$ cat config.mk
export PLATFORM = sky130hd
export DESIGN_NAME = lcd_segment_column_driver
export DESIGN_NICKNAME = d
export VERILOG_FILES = /design/src/hw/lcd_segment_column_driver.v
export VERILOG_INCLUDE_DIRS = /design/src /design/src/common
export SDC_FILE = /design/constraint.sdc
export NUM_CORES = 1
export LEC_CHECK = 0
export BUFFER_PORTS_ARGS = -buffer_cell sky130_fd_sc_hd__buf_2
export CAP_MARGIN = 20
export CORE_UTILIZATION = 50
export DETAILED_ROUTE_END_ITERATION = 7
export HOLD_SLACK_MARGIN = 0.03
export PLACE_DENSITY = 0.73
export SLEW_MARGIN = 20
export SYNTH_ARGS = -nofsm -noshare
export SYNTH_HDL_FRONTEND = slang
export SYNTH_SLANG_ARGS = --single-unit
$ cat constraint.sdc
create_clock -name clk -period 26.2 [get_ports clk]
set_clock_uncertainty 0.2 [all_clocks]
set_input_delay 5.24 -clock clk [delete_from_list [all_inputs] [get_ports clk]]
set_output_delay 5.24 -clock clk [all_outputs]
set_load 0.02 [all_outputs]
$ cat src/common/lcd_column_defs.vh
// Purpose: Shared constants for the LCD segment column driver.
// Assumes: Included by its bare name from the design and bench files.
// Notes: Drive levels are 2-bit codes; the analog switches sit outside this logic.
`ifndef LCD_COLUMN_DEFS_VH
`define LCD_COLUMN_DEFS_VH

// Width of the pixel bus and number of segment outputs.
`define PIXEL_BUS_W 8
`define SEG_COUNT 240
// Number of byte slots in the enable register (240 / 8).
`define SLOT_COUNT 30
// Width of the level code that drives each segment output.
`define LEVEL_W 2

// Level codes for the four drive rails.
`define LEVEL_TOP 2'h0
`define LEVEL_UPPER_MID 2'h1
`define LEVEL_LOWER_MID 2'h2
`define LEVEL_BOTTOM 2'h3

// Bit positions inside the vector of synchronised pin inputs.
`define SYNC_W 15
`define SYNC_SCK 0
`define SYNC_LP 1
`define SYNC_FR 2
`define SYNC_BLANK 3
`define SYNC_SHL 4
`define SYNC_PORT_A 5
`define SYNC_PORT_B 6
`define SYNC_BUS_LO 7

// Reset value of the pin synchronisers and of the filtered pin levels.
`define SYNC_RESET 15'h0000

`endif

$ cat src/hw/lcd_segment_column_driver.v
// Purpose: Column driver logic for a dot-matrix LCD: collects 240 pixel bits, latches them, picks drive levels.
// Assumes: All pins are asynchronous to clk and are oversampled; the shift clock runs well below clk / 4.
// Notes: Chain pins are active low; each segment output is a 2-bit level code for the analog rail switches.
//
// What this block does
// - The enable register is a bidirectional one-hot shift register whose direction follows shift_dir_sel and whose stages steer each bus byte into the data register.
// - While the chip is not enabled, the internal shift clock and internal data bus are held low to save power.
// - The chip notices by itself that 240 bits have been taken and then activates its enable output for the next driver.
// - Where a byte lands depends only on the enable register position, never on the number of extra shift clocks.
// - Each falling edge of line_latch_pulse copies the whole data register into the output latch.
// - With display_blank_n high, bit and frame_polarity pick top, bottom, upper mid or lower mid as 11, 10, 01, 00.
// - With display_blank_n low, every segment output goes to the bottom level.
// - One 8-bit byte is taken per shift clock while the chip is enabled.
// - A line latch pulse returns the enable output to its inactive level, ready for the next line.
// - shift_dir_sel sets both the byte ordering and which chain pin is the input and which the output.
`timescale 1ns/10ps
`include "lcd_column_defs.vh"

module lcd_segment_column_driver (
  input wire clk,
  input wire rst_b,
  input wire clk_en,
  input wire pixel_shift_clock,
  input wire line_latch_pulse,
  input wire [`PIXEL_BUS_W-1:0] pixel_bus,
  input wire frame_polarity,
  input wire display_blank_n,
  input wire shift_dir_sel,
  input wire chain_port_a_in,
  output wire chain_port_a_out,
  output wire chain_port_a_oe,
  input wire chain_port_b_in,
  output wire chain_port_b_out,
  output wire chain_port_b_oe,
  output wire [`SEG_COUNT*`LEVEL_W-1:0] seg_outputs
);

  // Pick the rail for one segment from its latched bit, the frame polarity and the blank input.
  function [`LEVEL_W-1:0] pick_level;
    input data_bit;
    input polarity;
    input blank_n;
    begin
      if (!blank_n) begin
        pick_level = `LEVEL_BOTTOM;
      end else if (data_bit) begin
        pick_level = polarity ? `LEVEL_TOP : `LEVEL_BOTTOM;
      end else begin
        pick_level = polarity ? `LEVEL_UPPER_MID : `LEVEL_LOWER_MID;
      end
    end
  endfunction

  // Reverse the bit order of one bus byte, used for the opposite shift direction.
  function [`PIXEL_BUS_W-1:0] reverse_byte;
    input [`PIXEL_BUS_W-1:0] value;
    integer i;
    begin
      reverse_byte = {`PIXEL_BUS_W{1'b0}};
      for (i = 0; i < `PIXEL_BUS_W; i = i + 1) begin
        reverse_byte[i] = value[`PIXEL_BUS_W-1-i];
      end
    end
  endfunction

  wire [`SYNC_W-1:0] pins_raw;
  reg [`SYNC_W-1:0] sync1_reg;
  reg [`SYNC_W-1:0] sync2_reg;
  reg [`SYNC_W-1:0] sync3_reg;
  reg [`SYNC_W-1:0] pin_level_reg;
  reg [1:0] rst_sync_reg;
  wire rst_int_b;

  reg [`SLOT_COUNT-1:0] enable_reg;
  reg [`SLOT_COUNT-1:0] enable_next;
  reg busy_reg;
  reg done_reg;
  reg chain_out_n_reg;
  reg port_a_out_reg;
  reg port_a_oe_reg;
  reg port_b_out_reg;
  reg port_b_oe_reg;
  reg [`SEG_COUNT-1:0] data_reg;
  reg [`SEG_COUNT-1:0] latch_reg;
  reg [`SEG_COUNT*`LEVEL_W-1:0] seg_reg;

  wire shl;
  wire chain_in_n;
  wire chip_enabled;
  wire sck_level;
  wire sck_int;
  wire sck_fall;
  wire lp_fall;
  wire [`PIXEL_BUS_W-1:0] bus_int;
  wire [`PIXEL_BUS_W-1:0] bus_ordered;
  wire [`SLOT_COUNT-1:0] first_slot;
  wire [`SLOT_COUNT-1:0] last_slot;

  // Reset image of the pin synchronisers, indexed bit by bit so each flip-flop gets exactly one bit.
  localparam [`SYNC_W-1:0] sync_reset_value = `SYNC_RESET;

  // The reset is asserted at once and released through two flip-flops on clk.
  always @(posedge clk or negedge rst_b) begin
    if (!rst_b) begin
      rst_sync_reg <= 2'h0;
    end else begin
      rst_sync_reg <= {rst_sync_reg[0], 1'b1};
    end
  end
  assign rst_int_b = rst_sync_reg[1];

  assign pins_raw = {pixel_bus, chain_port_b_in, chain_port_a_in, shift_dir_sel, display_blank_n,
                     frame_polarity, line_latch_pulse, pixel_shift_clock};

  // Every pin passes three flip-flops; a new level is accepted only once stages two and three agree,
  // which rejects a single-sample glitch at the cost of one extra cycle of latency.
  genvar g;
  generate
    for (g = 0; g < `SYNC_W; g = g + 1) begin : pin_sync
      always @(posedge clk or negedge rst_int_b) begin
        if (!rst_int_b) begin
          sync1_reg[g] <= sync_reset_value[g];
          sync2_reg[g] <= sync_reset_value[g];
          sync3_reg[g] <= sync_reset_value[g];
          pin_level_reg[g] <= sync_reset_value[g];
        end else if (clk_en) begin
          sync1_reg[g] <= pins_raw[g];
          sync2_reg[g] <= sync1_reg[g];
          sync3_reg[g] <= sync2_reg[g];
          if (sync2_reg[g] == sync3_reg[g]) begin
            pin_level_reg[g] <= sync3_reg[g];
          end
        end
      end
    end
  endgenerate

  // The direction pin decides which chain pin listens: low listens on port b, high on port a.
  assign shl = pin_level_reg[`SYNC_SHL];
  assign chain_in_n = shl ? pin_level_reg[`SYNC_PORT_A] : pin_level_reg[`SYNC_PORT_B];

  // The chip takes data only while its upstream enable is low and its own quota is not yet full.
  assign chip_enabled = !chain_in_n && !done_reg;

  // Internal clock and bus are gated low while disabled so the capture logic sits still.
  assign sck_level = pin_level_reg[`SYNC_SCK];
  assign sck_int = chip_enabled & sck_level;
  assign bus_int = chip_enabled ? pin_level_reg[`SYNC_BUS_LO +: `PIXEL_BUS_W] : {`PIXEL_BUS_W{1'b0}};

  // Falling edges are taken from the filtered level and the new filtered value.
  // The shift edge comes from the gated internal clock, so a disabled chip never sees one.
  assign sck_fall = sck_int && (sync2_reg[`SYNC_SCK] == sync3_reg[`SYNC_SCK])
                    && !sync3_reg[`SYNC_SCK];
  assign lp_fall = pin_level_reg[`SYNC_LP] && (sync2_reg[`SYNC_LP] == sync3_reg[`SYNC_LP])
                   && !sync3_reg[`SYNC_LP];

  // The byte is mirrored in the opposite direction so the first bit lands at the far end.
  assign bus_ordered = shl ? bus_int : reverse_byte(bus_int);

  assign first_slot = shl ? {{(`SLOT_COUNT-1){1'b0}}, 1'b1} : {1'b1, {(`SLOT_COUNT-1){1'b0}}};
  assign last_slot = shl ? {1'b1, {(`SLOT_COUNT-1){1'b0}}} : {{(`SLOT_COUNT-1){1'b0}}, 1'b1};

  // Next state of the one-hot enable register: parked at the first slot until a line starts,
  // then stepped once per accepted byte in the chosen direction.
  always @* begin
    enable_next = enable_reg;
    if (lp_fall || !busy_reg) begin
      enable_next = first_slot;
      if (sck_fall) begin
        enable_next = shl ? {first_slot[`SLOT_COUNT-2:0], 1'b0} : {1'b0, first_slot[`SLOT_COUNT-1:1]};
      end
    end else if (sck_fall) begin
      enable_next = shl ? {enable_reg[`SLOT_COUNT-2:0], 1'b0} : {1'b0, enable_reg[`SLOT_COUNT-1:1]};
    end
  end

  // Enable register, quota detection and the chain output.
  always @(posedge clk or negedge rst_int_b) begin
    if (!rst_int_b) begin
      enable_reg <= {{(`SLOT_COUNT-1){1'b0}}, 1'b1};
      busy_reg <= 1'b0;
      done_reg <= 1'b0;
      chain_out_n_reg <= 1'b1;
    end else if (clk_en) begin
      enable_reg <= enable_next;
      if (lp_fall) begin
        busy_reg <= sck_fall; // A shift edge in the latch cycle already opens the new line.
        done_reg <= 1'b0;
        chain_out_n_reg <= 1'b1;
      end else if (sck_fall) begin
        busy_reg <= 1'b1;
        if ((busy_reg ? enable_reg : first_slot) == last_slot) begin
          done_reg <= 1'b1;
          chain_out_n_reg <= 1'b0;
        end
      end
    end
  end

  // Chain pin drivers: the pin that is not the input drives the enable onward.
  always @(posedge clk or negedge rst_int_b) begin
    if (!rst_int_b) begin
      port_a_out_reg <= 1'b1;
      port_a_oe_reg <= 1'b0;
      port_b_out_reg <= 1'b1;
      port_b_oe_reg <= 1'b0;
    end else if (clk_en) begin
      port_a_oe_reg <= !shl;
      port_b_oe_reg <= shl;
      port_a_out_reg <= chain_out_n_reg;
      port_b_out_reg <= chain_out_n_reg;
    end
  end

  // Each slot stores the whole byte when its enable stage is set, so extra clocks never move data.
  generate
    for (g = 0; g < `SLOT_COUNT; g = g + 1) begin : data_slot
      always @(posedge clk or negedge rst_int_b) begin
        if (!rst_int_b) begin
          data_reg[g*`PIXEL_BUS_W +: `PIXEL_BUS_W] <= {`PIXEL_BUS_W{1'b0}};
        end else if (clk_en && sck_fall && ((busy_reg && !lp_fall) ? enable_reg[g] : first_slot[g])) begin
          data_reg[g*`PIXEL_BUS_W +: `PIXEL_BUS_W] <= bus_ordered;
        end
      end
    end
  endgenerate

  // Output latch: loaded only on the latch pulse falling edge and held otherwise.
  always @(posedge clk or negedge rst_int_b) begin
    if (!rst_int_b) begin
      latch_reg <= {`SEG_COUNT{1'b0}};
    end else if (clk_en && lp_fall) begin
      latch_reg <= data_reg;
    end
  end

  // Level selection is registered so every segment output comes straight from a flip-flop;
  // reset shows the bottom level, the safe rail while the drive supply settles.
  generate
    for (g = 0; g < `SEG_COUNT; g = g + 1) begin : seg_level
      always @(posedge clk or negedge rst_int_b) begin
        if (!rst_int_b) begin
          seg_reg[g*`LEVEL_W +: `LEVEL_W] <= `LEVEL_BOTTOM;
        end else if (clk_en) begin
          seg_reg[g*`LEVEL_W +: `LEVEL_W] <= pick_level(latch_reg[g], pin_level_reg[`SYNC_FR],
                                                         pin_level_reg[`SYNC_BLANK]);
        end
      end
    end
  endgenerate

  // Every output pin comes straight from its register.
  assign chain_port_a_out = port_a_out_reg;
  assign chain_port_a_oe = port_a_oe_reg;
  assign chain_port_b_out = port_b_out_reg;
  assign chain_port_b_oe = port_b_oe_reg;
  assign seg_outputs = seg_reg;

endmodule // lcd_segment_column_driver

; Word-level counts from Yosys, hierarchy flattened
; Index checks and enable logic that the tools add are counted.
[totals]
out_inout_bits = 484
regBits = 1058
wordCells = 954
[op_classes]
n_bitwise = 1
reduce_logical = 67
n_eq_ne = 16
n_mux = 531
[ops]
columns = operator, n
row1 = $mux W2, 482
row2 = $mux W30, 8
row3 = $mux W1, 39
row4 = $logic_and A1 B1 Y1, 38
row5 = $reduce_and A2 Y1, 17
row6 = $eq A30 B30 Y1, 1
row7 = $mux W8, 2
row8 = $eq A1 B1 Y1, 15
row9 = $logic_not A1 Y1, 7
row10 = $reduce_bool A2 Y1, 3
row11 = $reduce_and A3 Y1, 1
row12 = $and A1 B1 Y1, 1
row13 = $logic_or A1 B1 Y1, 1

; Logic depth before layout (Yosys ltp)
[logic_depth]
ltp_word = 8
ltp_mapped = 9
ltp_nobuf = 4

; Worst setup path before layout
; OpenSTA, ideal clock, no wires.
[synth_timing]
kind = reg2out
startpoint = reg, netlist name seg_outputs[307]
endpoint = out seg_outputs[101]
required_time_ps = 20760
stages_incl_launch_ff = 2
setup_slack_ps = 17773
path_buffers = 1
t_arrival_ps = 2987
path_cell_list = dfstp_2 -> buf_4
[synth_rtl]
columns = item, line
row1 = to (decl), lcd_segment_column_driver.v:35  ; output wire [`SEG_COUNT*`LEVEL_W-1:0] seg_outputs

; Worst setup path in the final report
[layout_timing]
startpoint = in clk_en
endpoint = reg latch_reg[114]
[layout_via]
elab_chain_cells = 1
[layout_lines]
columns = item, line
row1 = from (decl), lcd_segment_column_driver.v:22  ; input wire clk_en,
row2 = $logic_and A1 B1 Y1, lcd_segment_column_driver.v:232  ; end else if (clk_en && lp_fall) begin
row3 = to (signal assigned), lcd_segment_column_driver.v:231  ; latch_reg <= {`SEG_COUNT{1'b0}};
row4 = to (signal assigned), lcd_segment_column_driver.v:233  ; latch_reg <= data_reg;
row5 = to (decl), lcd_segment_column_driver.v:84  ; reg [`SEG_COUNT-1:0] latch_reg;
; No other way between the ends.
; A chain may end at the register's enable or synchronous reset.

==> flow_summary_export.csv <==
group,metric,value,unit
placement,place.gp.congestion,0.796,
run,drv_cap,0,
critical_path,critPathMaxStageDelay,0.86,ns
power_and_ir_drop,power_density,113,mW/mm^2
timing,fin_crit,8.13,ns
die,dieArea,0.0714,sq mm
timing,drv_slew,0,
timing,slew_headroom,22.0,%
critical_path,critPathKind,"in2reg",
timing,finalCritPeriodShare,31.0,%
synth,synth_area_leader_cell,"dfrtp_1",
global_routing,grt_overflow,0,
clock_network,cts.sinks,819,
layout,nets,3421,
status,outcome,"finished clean",
placement,place_inst,4244,
critical_path,arrival,8.50,ns
clock_network,clkTransAtPathRegs,0.06,ns
synth,ys_async_sr_fraction,100,%
route,postRouteAntennaNets,0,
die,ios,502,
synth,ys_ff_latch,819,
critical_path,cp-start-kind,"input pin",
hold_path,hold_path_class,"reg2reg",
clock_network,postCtsHoldBufs,0,
die,floorplan.initialDensity,50.9,%
critical_path,cp_slowest_cell,"nor3b_2",
global_routing,grt.total_usage,23.2,%
layout,largest_reg_flops,241,
timing,fin_tns_setup,0,ns
timing,hold_violations,0,
critical_path,cp_max_fo,86,
critical_path,worstPathCellList,"buf_8 > nand2b_1 > nor3b_2 > buf_4 > buf_4 > nand2_1 > nand2_1",
clock_network,cts-root-buf,"clkbuf_16",
synth,synthFlopType,"dfrtp_1",
synth,synthCells,3207,
die,die_w,267,microns
power_and_ir_drop,total_power,4.47,mW
layout,instances_no_fill,4410,
route,vias,22800,
power_and_ir_drop,power.leakage,18.9,nW
route,wl,82700,microns
synth,synth_commonest_cells,"nand2_1, dfrtp_1, mux2_2, a21oi_1, nor2_1",
clock_network,numCtsBuffers,87,
power_and_ir_drop,vdd_drop_max,93.3,uV
clock_network,cts_tree,"built",
route,drc,0,
synth,synth_edf_count,0,
synth,synth_most_common_cell,"nand2_1",
synth,yosysWarnings,0,
layout,fill_cells,5685,
synth,synth_nets,3225,
route,drt-vias-per-instance,5.16,
synth,yosys.area.top_type_share,40.9,%
timing,rsz0062_at_grt,"false",
clock_network,postCtsSetupBuffers,0,
synth,syn_area,0.0352,sq mm
timing,setup_viol,0,
die,die_h,267,microns
timing,worst_pin_slew,1.17,ns
route,wl_per_cell,18.7,microns
global_routing,grt_max_degree,201,
route,dr.first_iter.drc_count,1632,
placement,hpwlAfterDp,49500,microns
die,num_rows,96,
layout,drive_gt1_share,35.7,%
synth,avgSynthCellArea,11.0,sq um
synth,yosysSeqAreaShare,59.2,%
synth,ys_types,44,
layout,syn_to_final_growth,12.9,%
timing,clock.fmax,123,MHz
global_routing,antenna_found_initial,2,
critical_path,endpoint_kind,"flop",
route,dr.pass1.iters,5,
die,coreArea,0.0691,sq mm
placement,port_buffers,501,
clock_network,clk_path_buf_depth,3,
critical_path,required,26.57,ns
clock_network,h-tree-depth,3,
global_routing,grt_pass1_vias,22000,
clock_network,clock_latency,0.65,ns
clock_network,post_cts_resized,0,
synth,synthTopCellsByArea,"dfrtp_1, dfstp_2, mux2_2",
global_routing,grt_pass1_wl,128000,microns
-- layout by cell type, fill, tap and decap left out, types with 14 or more instances in the layout --
cell         n
a21oi_1    259
buf_2      500
buf_4       27
clkbuf_1    23
clkbuf_16   89
clkbuf_8    22
clkinv_2    14
dfrtp_1    572
dfstp_2    243
inv_1       20
mux2_2     262
mux2i_1     34
nand2_1    736
nand3_2     19
nor2_1     243
o21ai_0     47
o2bb2ai_1   26
xnor2_1    240
-- worst paths after layout --
check	startpoint	to	slack, ns	cells after the start
setup reg to reg	rst_sync_reg[1]$_DFF_PN0_	latch_reg[126]$_DFFE_PN0P_	22.07	4
hold / removal	rst_sync_reg[0]$_DFF_PN0_	rst_sync_reg[1]$_DFF_PN0_	0.16	0
max in group asynchronous	rst_b	rst_sync_reg[1]$_DFF_PN0_	21.52	1
hold reg to reg	rst_sync_reg[0]$_DFF_PN0_	rst_sync_reg[1]$_DFF_PN0_	0.16	0
setup / recovery	clk_en	latch_reg[114]$_DFFE_PN0P_	18.07	7
min in group asynchronous	rst_sync_reg[1]$_DFF_PN0_	latch_reg[16]$_DFFE_PN0P_	0.18	0
-- area by class of cell --
type,instances,area [sq um],share of cell area (%)
timing repair buffer,535,2860,7.20
clock buffer,134,2620,6.59
inverter,20,75.1,0.189
sequential,819,20800,52.4
antenna,1,2.50,0.00631
multi-input combinational,1940,11800,29.7
tap,931,1160,2.94
clock inverter,30,358,0.902
-- through the flow --
step / hold WS [ns] / cell area [sq um] / util (%) / setup slack [ns]
floorplan: 0.131 / 35200 / - / 1.91
global placement: 0.137 / 36600 / 53.0 / 17.55
detailed placement: 0.146 / 36700 / 53.1 / 17.47
CTS: 0.158 / 39600 / 57.4 / 17.89
global route: 0.165 / 39700 / 57.5 / 17.76
finish: 0.160 / 39700 / 57.5 / 18.07
-- power by group --
group | switching [mW] | leakage [nW] | internal, mW
Clock | 0.521 | 1.45 | 0.735
Sequential | 0.164 | 10.4 | 1.58
Combinational | 1.02 | 7.02 | 0.454
Total | 1.70 | 18.9 | 2.76
-- logic make-up after synthesis --
kind of cell | after synthesis | share of synthesized area [%]
other | 1 | 0.0107
xor gates and xnor gates | 240 | 5.98
buffers and inverters | 448 | 7.53
and+or+nand+nor | 1045 | 12.1
DFF | 819 | 59.2
AOI/OAI and AO/OA | 346 | 5.33
muxes | 308 | 9.86
-- worst max-delay path, delay by kind of cell --
family,cells,cell delay (ns)
buffers and inverters,3,1.86
AND/OR/NAND/NOR,4,1.24
-- metal layers --
layer  vias to the layer above  GRT usage (%)  routed length [microns]
met5                         -              0                        0
met4                         0           7.66                     2180
met3                       121           3.06                     3500
met2                       590           38.9                    41900
met1                     11500           31.2                    35100
li1                      10600              -                        -
Note: power is estimated with default switching activity, not from simulation.
